<file path="config.mk">
export PLATFORM = sky130hd
export DESIGN_NAME = dtmc_timer
export DESIGN_NICKNAME = d
export VERILOG_FILES = /design/src/hw/dtmc_pkg.sv /design/src/hw/dtmc_pin_sync.sv /design/src/hw/dtmc_timer.sv
export VERILOG_INCLUDE_DIRS = /design/src /design/src/hw
export SDC_FILE = /design/constraint.sdc
export NUM_CORES = 1
export LEC_CHECK = 0
export BUFFER_PORTS_ARGS = -buffer_cell sky130_fd_sc_hd__buf_2
export CORE_ASPECT_RATIO = 0.75
export CORE_MARGIN = 5
export CORE_UTILIZATION = 35
export CTS_CLUSTER_DIAMETER = 30
export DETAILED_ROUTE_END_ITERATION = 12
export GPL_TIMING_DRIVEN = 0
export SLEW_MARGIN = 25
export SYNTH_ARGS = -nofsm -noshare
export SYNTH_HDL_FRONTEND = slang
export SYNTH_SLANG_ARGS = --single-unit
</file>
<file path="constraint.sdc">
create_clock -name clk_i -period 4.4 [get_ports clk_i]
set_clock_uncertainty 0.2 [all_clocks]
set_input_delay 1.1 -clock clk_i [delete_from_list [all_inputs] [get_ports clk_i]]
set_output_delay 1.1 -clock clk_i [all_outputs]
set_load 0.005 [all_outputs]
</file>
<file path="src/hw/dtmc_consts.svh">
`ifndef DTMC_CONSTS_SVH
`define DTMC_CONSTS_SVH

// register indices; byte address is four times the index
`define DTMC_IDX_CTRL      10'h088
`define DTMC_IDX_MODE      10'h089
`define DTMC_IDX_A_LO      10'h08a
`define DTMC_IDX_B_LO      10'h08b
`define DTMC_IDX_A_HI      10'h08c
`define DTMC_IDX_B_HI      10'h08d
`define DTMC_IDX_IRQ_STAT  10'h090
`define DTMC_IDX_IRQ_MASK  10'h091

// control register fields
`define DTMC_CTRL_FLAG_B   7
`define DTMC_CTRL_RUN_B    6
`define DTMC_CTRL_FLAG_A   5
`define DTMC_CTRL_RUN_A    4

// mode register fields
`define DTMC_MODE_GATE_B   7
`define DTMC_MODE_SRC_B    6
`define DTMC_MODE_B_HI     5
`define DTMC_MODE_B_LO     4
`define DTMC_MODE_GATE_A   3
`define DTMC_MODE_SRC_A    2
`define DTMC_MODE_A_HI     1
`define DTMC_MODE_A_LO     0

// reset values
`define DTMC_CNT_RST       8'h00
`define DTMC_MODE_RST      8'h00
`define DTMC_IRQ_RST       2'h0

// system clock division for interval timing
`define DTMC_CLK_DIV       12

`endif

</file>
<file path="src/hw/dtmc_pkg.sv">
package dtmc_pkg;

	typedef enum logic [1:0]
	{
		DTMC_MODE_PRESCALED = 2'h0,
		DTMC_MODE_WIDE      = 2'h1,
		DTMC_MODE_RELOAD    = 2'h2,
		DTMC_MODE_SPLIT     = 2'h3
	} dtmc_mode_e;

	typedef logic [7:0] dtmc_byte_t;

endpackage

</file>
<file path="src/hw/dtmc_pin_sync.sv">
`timescale 1ns/10ps
module dtmc_pin_sync
(
	// clock and reset
	input  wire logic clk_i,
	input  wire logic rst_i,
	// pin
	input  wire logic pin_i,
	// synchronised view
	output logic      level_o,
	output logic      fall_o
);
	logic meta;
	logic sync;
	logic prev;

	always_ff @(posedge clk_i)
	begin
		if (rst_i)
		begin
			meta <= 1'b0;
			sync <= 1'b0;
			prev <= 1'b0;
		end
		else
		begin
			meta <= pin_i;
			sync <= meta;
			prev <= sync;
		end
	end

	assign level_o = sync;
	assign fall_o  = prev & ~sync;
endmodule

</file>
<file path="src/hw/dtmc_timer.sv">
// Function
// - gate clear: count whenever run bit set
// - gate set: count only with run and pin high
// - timer source: count divided system clock
// - counter source: count falling edges on event pin
// - mode 0: 8-bit high with 5-bit prescaler
// - mode 1: full 16-bit counter
// - unit b mode 2: low reloads from high
// - unit a mode 2: low reloads from high
// - unit b mode 3: halted, count held
// - count bytes eight bits, zero after reset
// - overflow sets flag, vectoring clears it
// - reload leaves the high byte unchanged
// - unit b mode 3 halts when run borrowed
`timescale 1ns/10ps
`include "dtmc_consts.svh"
module dtmc_timer
	import dtmc_pkg::*;
#(
	parameter int CLK_DIV = `DTMC_CLK_DIV
)
(
	// clock and reset
	input  wire logic        clk_i,
	input  wire logic        rst_i,
	// wishbone slave
	input  wire logic        wb_cyc_i,
	input  wire logic        wb_stb_i,
	input  wire logic        wb_we_i,
	input  wire logic [11:0] wb_adr_i,
	input  wire logic [3:0]  wb_sel_i,
	input  wire logic [31:0] wb_dat_i,
	output logic      [31:0] wb_dat_o,
	output logic             wb_ack_o,
	// external pins
	input  wire logic        unit_a_gate_pin_i,
	input  wire logic        unit_b_gate_pin_i,
	input  wire logic        unit_a_event_pin_i,
	input  wire logic        unit_b_event_pin_i,
	// interrupt vectoring acknowledge
	input  wire logic        unit_a_vector_i,
	input  wire logic        unit_b_vector_i,
	// flags and interrupt
	output logic             unit_a_overflow_flag_o,
	output logic             unit_b_overflow_flag_o,
	output logic             irq_o
);
	localparam int PW = (CLK_DIV > 1) ? $clog2(CLK_DIV) : 1;
	localparam int TDIV = CLK_DIV - 1;

	dtmc_byte_t mode_reg;
	dtmc_byte_t cnt_a_lo;
	dtmc_byte_t cnt_a_hi;
	dtmc_byte_t cnt_b_lo;
	dtmc_byte_t cnt_b_hi;
	logic       run_a;
	logic       run_b;
	logic [1:0] irq_stat;
	logic [1:0] irq_mask;
	logic [PW-1:0] pre_cnt;
	logic       pre_tick;

	// pins: gate a, gate b, event a, event b
	logic [3:0] pin_raw;
	logic [3:0] pin_lvl;
	logic [3:0] pin_fall;

	assign pin_raw = {unit_b_event_pin_i, unit_a_event_pin_i,
		unit_b_gate_pin_i, unit_a_gate_pin_i};

	genvar gi;
	generate
		for (gi = 0; gi < 4; gi++)
		begin : g_sync
			dtmc_pin_sync u_sync
			(
				.clk_i   (clk_i),
				.rst_i   (rst_i),
				.pin_i   (pin_raw[gi]),
				.level_o (pin_lvl[gi]),
				.fall_o  (pin_fall[gi])
			);
		end
	endgenerate

	// bus decode
	wire [9:0] idx     = wb_adr_i[11:2];
	wire       req     = wb_cyc_i & wb_stb_i;
	wire       wr_en   = req & wb_we_i & wb_sel_i[0] & wb_ack_o;
	wire [7:0] wdat    = wb_dat_i[7:0];
	wire       wr_ctrl = wr_en & (idx == `DTMC_IDX_CTRL);
	wire       wr_mode = wr_en & (idx == `DTMC_IDX_MODE);
	wire       wr_a_lo = wr_en & (idx == `DTMC_IDX_A_LO);
	wire       wr_a_hi = wr_en & (idx == `DTMC_IDX_A_HI);
	wire       wr_b_lo = wr_en & (idx == `DTMC_IDX_B_LO);
	wire       wr_b_hi = wr_en & (idx == `DTMC_IDX_B_HI);
	wire       wr_ist  = wr_en & (idx == `DTMC_IDX_IRQ_STAT);
	wire       wr_imsk = wr_en & (idx == `DTMC_IDX_IRQ_MASK);

	// mode fields
	wire        gate_a = mode_reg[`DTMC_MODE_GATE_A];
	wire        gate_b = mode_reg[`DTMC_MODE_GATE_B];
	wire        src_a  = mode_reg[`DTMC_MODE_SRC_A];
	wire        src_b  = mode_reg[`DTMC_MODE_SRC_B];
	wire dtmc_mode_e mode_a = dtmc_mode_e'(
		{mode_reg[`DTMC_MODE_A_HI], mode_reg[`DTMC_MODE_A_LO]});
	wire dtmc_mode_e mode_b = dtmc_mode_e'(
		{mode_reg[`DTMC_MODE_B_HI], mode_reg[`DTMC_MODE_B_LO]});

	// count enables
	wire src_tick_a = src_a ? pin_fall[2] : pre_tick;
	wire src_tick_b = src_b ? pin_fall[3] : pre_tick;
	wire gate_ok_a  = ~gate_a | pin_lvl[0];
	wire gate_ok_b  = ~gate_b | pin_lvl[1];
	// run bit b is taken by the split high byte; b then free-runs
	wire borrowed   = (mode_a == DTMC_MODE_SPLIT);
	wire run_b_eff  = borrowed | run_b;
	wire inc_a      = run_a & gate_ok_a & src_tick_a;
	wire inc_b      = (mode_b != DTMC_MODE_SPLIT) & run_b_eff &
		gate_ok_b & src_tick_b;
	wire inc_ah     = borrowed & run_b & pre_tick;

	function automatic logic [16:0] count_step(input dtmc_mode_e m,
		input logic [7:0] hi, input logic [7:0] lo);
		logic [13:0] s13;
		logic [16:0] s16;
		logic [8:0]  s8;
		s13 = {1'b0, hi, lo[4:0]} + 14'h1;
		s16 = {1'b0, hi, lo} + 17'h1;
		s8  = {1'b0, lo} + 9'h1;
		unique case (m)
			DTMC_MODE_PRESCALED:
				count_step = {s13[13], s13[12:5], lo[7:5], s13[4:0]};
			DTMC_MODE_WIDE:
				count_step = s16;
			DTMC_MODE_RELOAD:
				count_step = {s8[8], hi, s8[8] ? hi : s8[7:0]};
			DTMC_MODE_SPLIT:
				count_step = {s8[8], hi, s8[7:0]};
		endcase
		return count_step;
	endfunction

	wire [16:0] step_a = count_step(mode_a, cnt_a_hi, cnt_a_lo);
	wire [16:0] step_b = count_step(mode_b, cnt_b_hi, cnt_b_lo);
	wire [7:0]  ah_inc = cnt_a_hi + 8'h1;

	// a software write in the same cycle overrides the count
	wire [7:0] next_a_lo = wr_a_lo ? wdat : inc_a ? step_a[7:0] : cnt_a_lo;
	wire [7:0] next_a_hi = wr_a_hi ? wdat :
		(inc_a & ~borrowed) ? step_a[15:8] :
		inc_ah ? ah_inc : cnt_a_hi;
	wire [7:0] next_b_lo = wr_b_lo ? wdat : inc_b ? step_b[7:0] : cnt_b_lo;
	wire [7:0] next_b_hi = wr_b_hi ? wdat : inc_b ? step_b[15:8] : cnt_b_hi;

	// overflow events; b overflow is not flagged while its bits are lent
	wire ovf_a  = inc_a & step_a[16];
	wire ovf_ah = inc_ah & (&cnt_a_hi);
	wire ovf_b  = inc_b & step_b[16] & ~borrowed;
	wire set_a  = ovf_a;
	wire set_b  = ovf_b | ovf_ah;

	// hardware set wins over vector clear and software write
	wire next_flag_a = set_a | (wr_ctrl ? wdat[`DTMC_CTRL_FLAG_A] :
		unit_a_overflow_flag_o & ~unit_a_vector_i);
	wire next_flag_b = set_b | (wr_ctrl ? wdat[`DTMC_CTRL_FLAG_B] :
		unit_b_overflow_flag_o & ~unit_b_vector_i);
	wire [1:0] next_irq_stat = {set_b, set_a} |
		(irq_stat & ~(wr_ist ? wdat[1:0] : 2'h0));

	// read mux
	wire [7:0] ctrl_rd = {unit_b_overflow_flag_o, run_b,
		unit_a_overflow_flag_o, run_a, 4'h0};
	wire [7:0] rdata =
		(idx == `DTMC_IDX_CTRL)     ? ctrl_rd :
		(idx == `DTMC_IDX_MODE)     ? mode_reg :
		(idx == `DTMC_IDX_A_LO)     ? cnt_a_lo :
		(idx == `DTMC_IDX_A_HI)     ? cnt_a_hi :
		(idx == `DTMC_IDX_B_LO)     ? cnt_b_lo :
		(idx == `DTMC_IDX_B_HI)     ? cnt_b_hi :
		(idx == `DTMC_IDX_IRQ_STAT) ? {6'h00, irq_stat} :
		(idx == `DTMC_IDX_IRQ_MASK) ? {6'h00, irq_mask} : 8'h00;

	wire pre_wrap = (pre_cnt == PW'(CLK_DIV - 1));

	// prescaler
	always_ff @(posedge clk_i)
	begin
		if (rst_i)
		begin
			pre_cnt  <= '0;
			pre_tick <= 1'b0;
		end
		else
		begin
			pre_cnt  <= pre_wrap ? '0 : pre_cnt + PW'(1);
			pre_tick <= pre_wrap;
		end
	end

	// bus slave: one wait state, unmapped reads return zero
	always_ff @(posedge clk_i)
	begin
		if (rst_i)
		begin
			wb_ack_o <= 1'b0;
			wb_dat_o <= 32'h0000_0000;
		end
		else
		begin
			wb_ack_o <= req & ~wb_ack_o;
			wb_dat_o <= {24'h00_0000, rdata};
		end
	end

	// registers
	always_ff @(posedge clk_i)
	begin
		if (rst_i)
		begin
			mode_reg               <= `DTMC_MODE_RST;
			cnt_a_lo               <= `DTMC_CNT_RST;
			cnt_a_hi               <= `DTMC_CNT_RST;
			cnt_b_lo               <= `DTMC_CNT_RST;
			cnt_b_hi               <= `DTMC_CNT_RST;
			run_a                  <= 1'b0;
			run_b                  <= 1'b0;
			unit_a_overflow_flag_o <= 1'b0;
			unit_b_overflow_flag_o <= 1'b0;
			irq_stat               <= `DTMC_IRQ_RST;
			irq_mask               <= `DTMC_IRQ_RST;
			irq_o                  <= 1'b0;
		end
		else
		begin
			if (wr_mode)
				mode_reg <= wdat;
			if (wr_ctrl)
			begin
				run_a <= wdat[`DTMC_CTRL_RUN_A];
				run_b <= wdat[`DTMC_CTRL_RUN_B];
			end
			if (wr_imsk)
				irq_mask <= wdat[1:0];
			cnt_a_lo               <= next_a_lo;
			cnt_a_hi               <= next_a_hi;
			cnt_b_lo               <= next_b_lo;
			cnt_b_hi               <= next_b_hi;
			unit_a_overflow_flag_o <= next_flag_a;
			unit_b_overflow_flag_o <= next_flag_b;
			irq_stat               <= next_irq_stat;
			irq_o                  <= |(irq_stat & irq_mask);
		end
	end
endmodule

</file>
# After elaboration in Yosys (flattened, before gate mapping)
# Index checks and enable logic that the tools add are counted.
# classes
n_addsub	8
eq_ne	22
muxes	26
bitwise	47
reduce_logical	14
# op_table
cell	count
$mux W8	17
$pmux W17 S4	2
$eq A10 B8 Y1 const B	8
$add A16 B1 Y17 const B	2
$and A1 B1 Y1	29
$add A13 B1 Y14 const B	2
$add A8 B1 Y9 const B	2
$ne A2 B2 Y1 const B	5
$add A8 B1 Y8 const B	1
$eq A2 B2 Y1 const B	4
$not A1 Y1	8
$reduce_and A8 Y1	1
$mux W2	3
$ne A3 B3 Y1 const B	2
$or A1 B1 Y1	6
$reduce_and A3 Y1	2
$reduce_bool A2 Y1	3
$reduce_or A2 Y1	3
$add A4 B1 Y4 const B	1
$and A2 B2 Y2	2
$eq A2 B1 Y1 const B	2
$eq A4 B4 Y1 const B	1
$logic_not A2 Y1	2
$mux W1	4
4 further kinds	5
# word_totals
register_bits	97
in_bits	59
output_inout_bits	36
elab_cells	147

# Longest topological paths before layout
# Gate-level depths: netlist of run 1.
# logic_depth
depth_word	9
ltp_mapped	9
mapped_depth_nobuf	7

# Modules after synthesis
# A second synthesis of run 1 with hierarchy kept.
# unflattened
cells_unflattened	615
hier_area_um2	4840.9
# modules_own_cells
module	instances	cells_each	area_per_inst_um2	seq_area_each_um2
dtmc_timer	1	587	4490.6	1261.2
dtmc_pin_sync	4	7	87.6	60.1

# Worst setup path before layout of run 1
# No wires, ideal clock.
# synth_timing
kind	input -> register
start	in wb_adr_i[4]
end	reg cnt_a_lo[1]
setup_ns	0.128
t_arrival_ns	2.523
t_required_ns	4.072
slack_ns	1.550
stages	8
path_buffers	3
path_cell_list	clkbuf_1 > nor4_4 > and4_1 > buf_2 > nand2_1 > clkbuf_1 > a21oi_1 > nor2_1
# synth_via
elab_chain_len	3
word_cells_on_any_way	4
cone_classes	eq/ne (1); mux (1); bitwise (1); reduce/logical (1)
# synth_lines
element	line	text
start, declared	dtmc_timer.sv:30	input wire logic [11:0] wb_adr_i,
$eq A10 B8 Y1 (no line) (*)	--	
$and A1 B1 Y1 (*)	dtmc_timer.sv:93	wire wr_a_lo = wr_en & (idx == `DTMC_IDX_A_LO);
$mux W8 / $reduce_bool A2 Y1 (equally long branches)	--	
end signal, assigned	dtmc_timer.sv:222	cnt_a_lo <= `DTMC_CNT_RST;
end signal, assigned	dtmc_timer.sv:245	cnt_a_lo <= next_a_lo;
end, declared	dtmc_timer.sv:52	dtmc_byte_t cnt_a_lo;
# Every way passes the cells marked *; elsewhere a longest branch is shown, timed or not.
# A chain may end at the register's enable or synchronous reset.

# Worst setup path in the final report of run 1
# layout_timing
start	in wb_adr_i[3]
end	reg wb_dat_o[7]
# layout_via
elab_chain_len	7
word_cells_on_any_way	12
cone_classes	eq/ne (6); mux (6)
# layout_lines
element	line	text
$eq A10 B8 Y1 (no line)	--	
$mux W8	dtmc_timer.sv:180	(idx == `DTMC_IDX_B_HI) ? cnt_b_hi :
$mux W8	dtmc_timer.sv:179	(idx == `DTMC_IDX_B_LO) ? cnt_b_lo :
$mux W8	dtmc_timer.sv:178	(idx == `DTMC_IDX_A_HI) ? cnt_a_hi :
$mux W8	dtmc_timer.sv:177	(idx == `DTMC_IDX_A_LO) ? cnt_a_lo :
$mux W8	dtmc_timer.sv:176	(idx == `DTMC_IDX_MODE) ? mode_reg :
$mux W8 (*)	dtmc_timer.sv:175	(idx == `DTMC_IDX_CTRL) ? ctrl_rd :
end signal, assigned	dtmc_timer.sv:212	wb_dat_o <= {24'h00_0000, rdata};
end, declared	dtmc_timer.sv:33	output logic [31:0] wb_dat_o,
# Marks and branches as above.

==> results of run 1 <==
## worst max-delay path by stage
stage / end / slack (ns) / cells past startpoint
after floorplan: cnt_a_lo[1] / 1.55 / 8
after global placement: cnt_b_lo[3] / 1.05 / 8
after detailed placement: mode_reg[6] / 1.02 / 6
after CTS: mode_reg[6] / 1.38 / 6
after global routing: wb_dat_o[7] / 1.03 / 6
final: wb_dat_o[7] / 1.25 / 6
## area by class of cell
cell class | instances | area (um^2)
clock buffers | 10 | 239.0
fillers | 1334 | 7531
plain buffers | 60 | 324.1
well taps | 171 | 214.0
multi-input cells | 472 | 2781
clock inverters | 6 | 50.05
inverters | 11 | 41.29
flip-flops and latches | 73 | 1461
repair buffers | 39 | 195.2
## metrics by stage
step / cells / hold slack (ns) / worst slack [ns] / power (uW) / util
floorplan: 616 / 0.2138 / 1.550 / 742.8 / -
finish: 842 / 0.2400 / 1.250 / 1487 / 0.4134
global route: 842 / 0.2555 / 1.030 / 1532 / 0.4134
detailed placement: 826 / 0.2247 / 1.023 / 784.7 / 0.3908
CTS: 842 / 0.2390 / 1.379 / 1493 / 0.4134
global placement: 826 / 0.2173 / 1.048 / 783.5 / 0.3908
## synth_stat cells, types with 3 or more instances
library cell / instances / area (um^2)
xnor2_1: 13 / 113.9
o211ai_1: 4 / 30.03
nor4_1: 5 / 31.28
nand3b_1: 5 / 37.54
ha_1: 4 / 50.05
a22oi_1: 4 / 30.03
nand4_1: 7 / 43.79
a31oi_1: 9 / 56.30
and2_1: 4 / 25.02
o32ai_1: 4 / 35.03
a221oi_1: 4 / 35.03
nor3b_1: 3 / 22.52
dfxtp_1: 73 / 1461
nor4b_1: 4 / 35.03
nand2b_1: 10 / 62.56
o2111ai_1: 3 / 26.28
nor2_1: 64 / 240.2
inv_1: 11 / 41.29
nand3_1: 26 / 130.1
a21oi_1: 46 / 230.2
clkbuf_1: 28 / 105.1
and3_1: 8 / 50.05
nand2_1: 66 / 247.7
o21a_1: 4 / 30.03
nor2b_1: 12 / 75.07
a211oi_1: 20 / 150.1
o22ai_1: 16 / 100.1
nor3_1: 22 / 110.1
o21ai_0: 27 / 135.1
buf_4: 24 / 180.2
mux2i_1: 8 / 80.08
buf_2: 7 / 35.03
o2bb2ai_1: 3 / 26.28
## cell families after synthesis
logic type | count (synthesis)
other | 1
muxes | 8
and+or+nand+nor | 255
DFF | 73
adders and majority gates | 4
buffers and inverters | 71
xor gates and xnor gates | 15
AOI/OAI and AO/OA | 166
## layer usage
| metal | vias up | global-route usage | routed length (um) |
|---|---|---|---|
| met2 | 287 | 0.3063 | 6473 |
| met3 | 22 | 0.07913 | 2012 |
| li1 | 2263 | - | - |
| met1 | 2274 | 0.2898 | 6958 |
| met5 | - | 0 | 0 |
| met4 | 0 | 0.04703 | 194 |
## worst reg2reg max path, cell delays in order, from the launching register on
cell and delay (ns):
dfxtp_1 0.44, ha_1 0.18, buf_2 0.19, nand4_1 0.36, nor4_4 0.57, mux2i_1 0.26
a21oi_1 0.08, a21oi_1 0.17, nor2_1 0.05
## power breakdown
group | internal, uW | leakage, uW | switching (uW)
Combinational | 39.6 | 0.00111 | 60.7
Clock | 403 | 0.000136 | 312
Sequential | 668 | 0.000591 | 3.37
Total | 1110 | 0.00184 | 376
==> qor.csv, run 1 <==
metric;value;unit
die_y;108.4;um
grt_max_degree;15;
vias_per_cell;5.755;
antenna_found_initial;0;
start_util;0.3522;
mostFrequentLayoutCell;dfxtp_1;
place.gp.congestion;0.9699;
cts_setup_buffers;0;
mostFrequentLayoutCells;dfxtp_1 (73), nand2_1 (66), nor2_1 (64);
startpoint;wb_adr_i[3];
finalHoldViolCount;0;
numPortBuffers;39;
nets;729;
io_pins;95;
synth.area.mux_share;0.01771;
period_needed;3.150;ns
clock_latency;0.34;ns
tightestPinTransition;0.9321;ns
reg2regPathDepth;8;
drcViolationCount;0;
ys_seq_area_frac;0.3232;
track_usage;0.2086;
grt_pass1_wl;24850;um
hold_depth;1;
power_density;280.3;nW/um^2
drive_gt1_frac;0.1565;
setup_viol;0;
p_leak;0.001837;uW
finalInstanceArea;5306;um^2
root_buffer;clkbuf_16;
wl;15640;um
clkSinkCount;73;
synth_compound_area_frac;0.2441;
cts_buffers;9;
crit_path_end_kind;register;
die_w;141.3;um
dpl-instance-area;5017;um^2
htreeDepth;3;
maxSlewViolCount;0;
worstSetupPathType;primary input to register;
synth-main-ff-cell;dfxtp_1;
synth_warnings;0;
hp-start;g_sync[1].u_sync.meta;
grt_pass1_vias;4503;
max_freq;0.3175;GHz
synthXorXnorAreaFrac;0.02905;
critPathTopFamily;simple AND/OR/NAND/NOR gates;
max_slew_margin;0.3729;
tritoncts;done;
clk_pin_slew_worst_paths;0.06;ns
cp_slowest_stage_delay;0.74;ns
synth_edf_count;0;
area_delta_synth_final;17.35;%
overflow;0;
worstPathMaxFanout;9;
placementRows;36;
syn_area;4522;um^2
route.detailed.wl_per_inst;18.57;um
avgSynthCellArea;7.625;um^2
reg2reg_to;cnt_a_lo[1];
worstPathArrival;3.16;ns
ys_seq_elements;73;
synth_top_family_by_area;simple AND/OR/NAND/NOR gates;
path_buf_inv;1;
finalCritPeriodShare;0.7158;
r2r_slack;1.76;ns
core-area;12840;um^2
synthSimpleGateAreaFrac;0.2933;
synthAdderAreaFrac;0.01107;
cts-hold-fix-buffers;0;
start_kind;primary input;
cpMaxStageDelayCell;nor4_1;
min_to;g_sync[1].u_sync.level_o;
status;completed;
cts_resized;0;
dieArea;15320;um^2
worstReg2RegStart;cnt_a_lo[0];
dpl.hpwl;11880;um
async_flop_share;0;
synth_cells;593;
crit_chain;buf_2, nor4b_2, nand2_1, nor4_1, a21oi_1, a211oi_1;
cp.required;4.41;ns
vdd_ir_drop_max;0.0001973;V
cts_max_path_buffers;2;
hp-class;register to register;
first_pass_iters;8;
n_antenna_cell;0;
vias;4846;
postRouteAntennaNets;0;
drt_iter0_drc;439;
rsz0062_at_grt;false;
maxCapViolCount;0;
fin_setup_tns;0;ns
ys_types;67;
Note: power is estimated with default switching activity, not from simulation.
==> run 2, diff against run 1 <==
==> constraint.sdc (replaced) <==
create_clock -name clk_i -period 2.63 [get_ports clk_i]
set_clock_uncertainty 0.2 [all_clocks]
set_input_delay 0.6575 -clock clk_i [delete_from_list [all_inputs] [get_ports clk_i]]
set_output_delay 0.6575 -clock clk_i [all_outputs]
set_load 0.005 [all_outputs]
==> qor.csv, run 2 (synthesized netlist as in run 1, its figures left out) <==
metric;value;unit;change
status;completed;;
die_w;141.3;um;unchanged
p_seq_frac;0.450;;-0.002
wl;15870;um;+1.5%
dpl.hpwl;11880;um;unchanged
min_to;g_sync[1].u_sync.level_o;;
setup_viol;0;;unchanged
grt_pass1_vias;4503;;unchanged
grt_max_degree;15;;unchanged
drcViolationCount;0;;unchanged
root_buffer;clkbuf_16;;
dieArea;15320;um^2;unchanged
worstSetupPathType;register to register;;
cts_max_path_buffers;2;;unchanged
worstPathMaxFanout;8;;-1
clkSinkCount;73;;unchanged
worstPathArrival;2.57;ns;-0.59 ns
maxCapViolCount;0;;unchanged
tritoncts;done;;
mostFrequentLayoutCell;dfxtp_1;;
vdd_ir_drop_max;0.0003288;V;+67%
start_kind;register;;
utilization;0.4202;;+0.006822
finalCritPeriodShare;0.9619;;
route.detailed.wl_per_inst;18.71;um;+0.76%
r2r_slack;0.10;ns;-1.66 ns
reg2regPathDepth;7;;-1
p_sw_frac;0.2548;;+0.001732
multi_input_area;2823;um^2;+1.5%
max_freq;0.3953;GHz;
area_delta_synth_final;19.29;%;
n_antenna_cell;0;;unchanged
drt_iter0_drc;551;;+26%
track_usage;0.2086;;unchanged
power_density;463.0;nW/um^2;+65%
place.gp.congestion;0.9699;;unchanged
start_util;0.3522;;unchanged
worstReg2RegStart;cnt_a_lo[0];;
placementRows;36;;unchanged
place_inst;826;;unchanged
clk_pin_slew_worst_paths;0.06;ns;about the same
htreeDepth;3;;unchanged
drive_gt1_frac;0.1699;;+0.01338
maxSlewViolCount;0;;unchanged
hp-class;register to register;;
finalNonFillerCells;848;;+0.71%
clock_latency;0.35;ns;about the same
mostFrequentLayoutCells;dfxtp_1 (73), nand2_1 (66), nor2_1 (62);;
postRouteAntennaNets;0;;unchanged
vias_per_cell;5.745;;-0.17%
pwr-share-clk;0.480;;about the same
core-area;12840;um^2;unchanged
hold_depth;1;;unchanged
grt_pass1_wl;24850;um;unchanged
vias;4872;;+0.54%
p_leak;0.001879;uW;+2.2%
io_pins;95;;unchanged
cts-hold-fix-buffers;0;;unchanged
reg2reg_to;cnt_a_hi[0];;
die_y;108.4;um;unchanged
period_needed;2.530;ns;
first_pass_iters;7;;-1
p_switching;636.4;uW;+69%
finalHoldViolCount;0;;unchanged
antenna_found_initial;0;;unchanged
overflow;0;;unchanged
numPortBuffers;39;;unchanged
power.internal;1861;uW;+68%
nets;735;;+0.82%
cts_buffers;9;;unchanged
hp-start;g_sync[1].u_sync.meta;;
crit_path_end_kind;register;;
ff_latch_area;1461;um^2;unchanged
nFillCells;1333;;-0.075%
max_slew_margin;0.5349;;+0.1621
cp.required;2.67;ns;-1.74 ns
tightestPinTransition;0.6962;ns;-0.2359 ns
combinationalPowerShare;0.070;;+0.003
[run 2: what timing repair did]
| item | CTS | global route |
|---|---|---|
| resized for setup | 0 | 9 |
| setup buffers | 0 | 6 |
| setup endpoints to repair | 0 | 44 |
[run 2: power by group through the flow]
stage	sequential, uW	combinational [uW]	clock [uW]
2_1_floorplan	1150	95.5	0
3_3_place_gp	1150	163	0
3_5_place_dp	1150	164	0
4_1_cts	1120	165	1210
5_1_grt	1120	190	1250
6_report	1120	175	1200
[run 2: routing by layer]
metal | track usage | wire, um
met1 | 0.2898 | 7003
met2 | 0.3063 | 6685
met3 | 0.07913 | 1992
met4 | 0.04703 | 188
met5 | 0 | 0
[run 2: cell type report]
class                           count  share of cell area
Buffer                             60             0.06031
Clock buffer                       10             0.04431
Clock inverter                      6            0.009279
Inverter                           11            0.007655
Multi-Input combinational cell    472              0.5233
Sequential cell                    73              0.2709
Tap cell                          171             0.03967
Timing Repair Buffer               45             0.04454
[run 2: per-stage QoR]
stage	hold WS, ns	total power [uW]	worst slack (ns)	cell area, um^2	TNS, ns
4_1_cts	0.2390	2498	0.01733	5306	0
5_1_grt	0.2555	2568	-0.03984	5394	-0.04175
2_1_floorplan	0.2138	1243	0.2223	4608	0
3_5_place_dp	0.2247	1313	-0.3044	5017	-9.674
3_3_place_gp	0.2173	1311	-0.2800	5017	-8.597
6_report	0.2401	2497	0.1003	5394	0
[run 2: worst max-delay path by stage]
stage / from / to / depth (start not counted)
after floorplan: wb_adr_i[4] / cnt_a_lo[1] / 8
after global placement: wb_adr_i[2] / cnt_b_lo[3] / 8
after detailed placement: wb_adr_i[2] / mode_reg[6] / 6
after CTS: cnt_a_lo[0] / cnt_a_lo[1] / 8
after global routing: cnt_a_lo[0] / cnt_a_hi[0] / 7
final: cnt_a_lo[0] / cnt_a_hi[0] / 7
[run 2: worst max-delay path: stages, from the launching register on]
cell      delay, ns
dfxtp_1        0.45
ha_1           0.18
buf_2          0.19
nand4_1        0.23
o21ai_0        0.40
a221oi_4       0.15
or3_1          0.34
a311oi_1       0.29
==> run 3, diff against run 2 <==
--- a/config.mk
+++ b/config.mk
@@ -13,6 +13,7 @@
 export CTS_CLUSTER_DIAMETER = 30
 export DETAILED_ROUTE_END_ITERATION = 12
 export GPL_TIMING_DRIVEN = 0
+export PLACE_DENSITY = 0.59
 export SLEW_MARGIN = 25
 export SYNTH_ARGS = -nofsm -noshare
 export SYNTH_HDL_FRONTEND = slang
==> qor.csv, run 3 (synthesized netlist as in run 1, its figures left out) <==
metric;value;unit;change
finalInstanceArea;5450;um^2;+1.0%
start_util;0.3522;;unchanged
drcViolationCount;0;;unchanged
place.gp.congestion;0.9967;;+2.8%
setup_ws;0.1340;ns;+0.03368 ns
tightestPinTransition;0.8166;ns;+0.1205 ns
cpMaxStageDelayCell;dfxtp_1;;
cts_max_path_buffers;2;;unchanged
io_pins;95;;unchanged
vdd_ir_drop_max;0.0003644;V;+11%
status;completed;;
die_w;141.3;um;unchanged
n_antenna_cell;0;;unchanged
numPortBuffers;39;;unchanged
overflow;0;;unchanged
first_pass_iters;5;;-2
grt_pass1_wl;24920;um;+0.28%
mostFrequentLayoutCell;dfxtp_1;;
antenna_found_initial;0;;unchanged
crit_chain;ha_1, buf_2, nand4_1, o21ai_0, a221oi_4, or3_1, a311oi_1;;
p_switching;632.7;uW;-0.58%
cts_buffers;9;;unchanged
tritoncts;done;;
mostFrequentLayoutCells;dfxtp_1 (73), nand2_1 (66), nor2_1 (63);;
pre_cts_ws;-0.4079;ns;-0.1034 ns
hp-class;register to register;;
root_buffer;clkbuf_16;;
cp_slowest_stage_delay;0.43;ns;-0.02 ns
htreeDepth;3;;unchanged
maxCapViolCount;0;;unchanged
finalNonFillerCells;848;;unchanged
worstReg2RegStart;cnt_a_lo[1];;
grt_max_degree;15;;unchanged
drt_iter0_drc;604;;+9.6%
period_needed;2.496;ns;-0.03368 ns
combinationalPowerShare;0.067;;-0.003
p_leak;0.001908;uW;+1.6%
worstPathArrival;2.55;ns;-0.02 ns
p_sw_frac;0.2380;;-0.01679
clk_pin_slew_worst_paths;0.06;ns;about the same
utilization;0.4246;;+0.004386
maxSlewViolCount;0;;unchanged
finalHoldViolCount;0;;unchanged
clkSinkCount;73;;unchanged
clock_latency;0.34;ns;about the same
whs;0.2379;ns;-0.002182 ns
max_slew_margin;0.4556;;-0.07935
max_freq;0.4006;GHz;+1.3%
nets;735;;unchanged
cts-hold-fix-buffers;0;;unchanged
place_inst;826;;unchanged
start_kind;register;;
pwr-share-clk;0.510;;+0.030
worstSetupPathType;register to register;;
area_delta_synth_final;20.53;%;
core-area;12840;um^2;unchanged
crit_path_end_kind;register;;
grt_pass1_vias;4418;;-1.9%
route.detailed.wl_per_inst;19.18;um;+2.5%
die_y;108.4;um;unchanged
power.internal;2025;uW;+8.8%
path_buf_inv;1;;unchanged
power_density;487.7;nW/um^2;+5.3%
wl;16270;um;+2.5%
setup_viol;0;;unchanged
p_seq_frac;0.423;;-0.027
postRouteAntennaNets;0;;unchanged
vias_per_cell;5.671;;-1.3%
track_usage;0.2101;;+0.001562
placementRows;36;;unchanged
finalCritPeriodShare;0.9491;;-0.01281
cp.required;2.68;ns;about the same
hp-start;g_sync[3].u_sync.meta;;
dieArea;15320;um^2;unchanged
drive_gt1_frac;0.1699;;unchanged
startpoint;cnt_a_lo[1];;
critPathTopFamily;compound AO/OA/AOI/OAI gates;;
vias;4809;;-1.3%
dpl.hpwl;12250;um;+3.2%
worstPathMaxFanout;8;;unchanged
dpl-instance-area;5017;um^2;unchanged
-- run 3: power by group through the flow --
stage	clock network [uW]	logic [uW]	registers, uW
6_report	1350	179	1120
2_1_floorplan	0	95.5	1150
5_1_grt	1410	194	1120
3_3_place_gp	0	166	1150
4_1_cts	1370	172	1120
3_5_place_dp	0	169	1150
-- run 3: through the flow --
step	total power, uW	TNS, ns
3_3_place_gp	1313	-10.35
2_1_floorplan	1243	0
5_1_grt	2724	-0.02941
3_5_place_dp	1318	-11.65
4_1_cts	2666	0
6_report	2658	0
-- run 3: final cells by class --
type,instances,area [um^2]
Buffer,60,325.3
Inverter,11,41.29
Clock buffer,9,225.2
Timing Repair Buffer,45,240.2
Sequential cell,73,1461
Fill cell,1308,7387
Tap cell,171,214.0
Clock inverter,7,102.6
Multi-Input combinational cell,472,2840
-- run 3: worst paths after layout --
| path | to | slack, ns | cells past startpoint |
|---|---|---|---|
| setup / recovery | cnt_a_hi[0] | 0.13 | 7 |
| setup reg to reg | cnt_a_hi[0] | 0.13 | 7 |
| hold / removal | g_sync[3].u_sync.level_o | 0.24 | 1 |
| hold reg to reg | g_sync[3].u_sync.level_o | 0.24 | 1 |
-- run 3: metal layers --
layer,GRT usage,part of all wire,vias to the layer above
met5,0,0,-
met4,0.04495,0.015,0
met3,0.07692,0.12,24
met2,0.3137,0.42,235
met1,0.2907,0.45,2280
li1,-,-,2270
-- run 3: what timing repair did --
action | 4_1_cts | 5_1_grt
resized for setup | 2 | 8
buffers inserted | 2 | 4
pin swaps | 1 | 3
endpoints found under the setup margin | 8 | 28
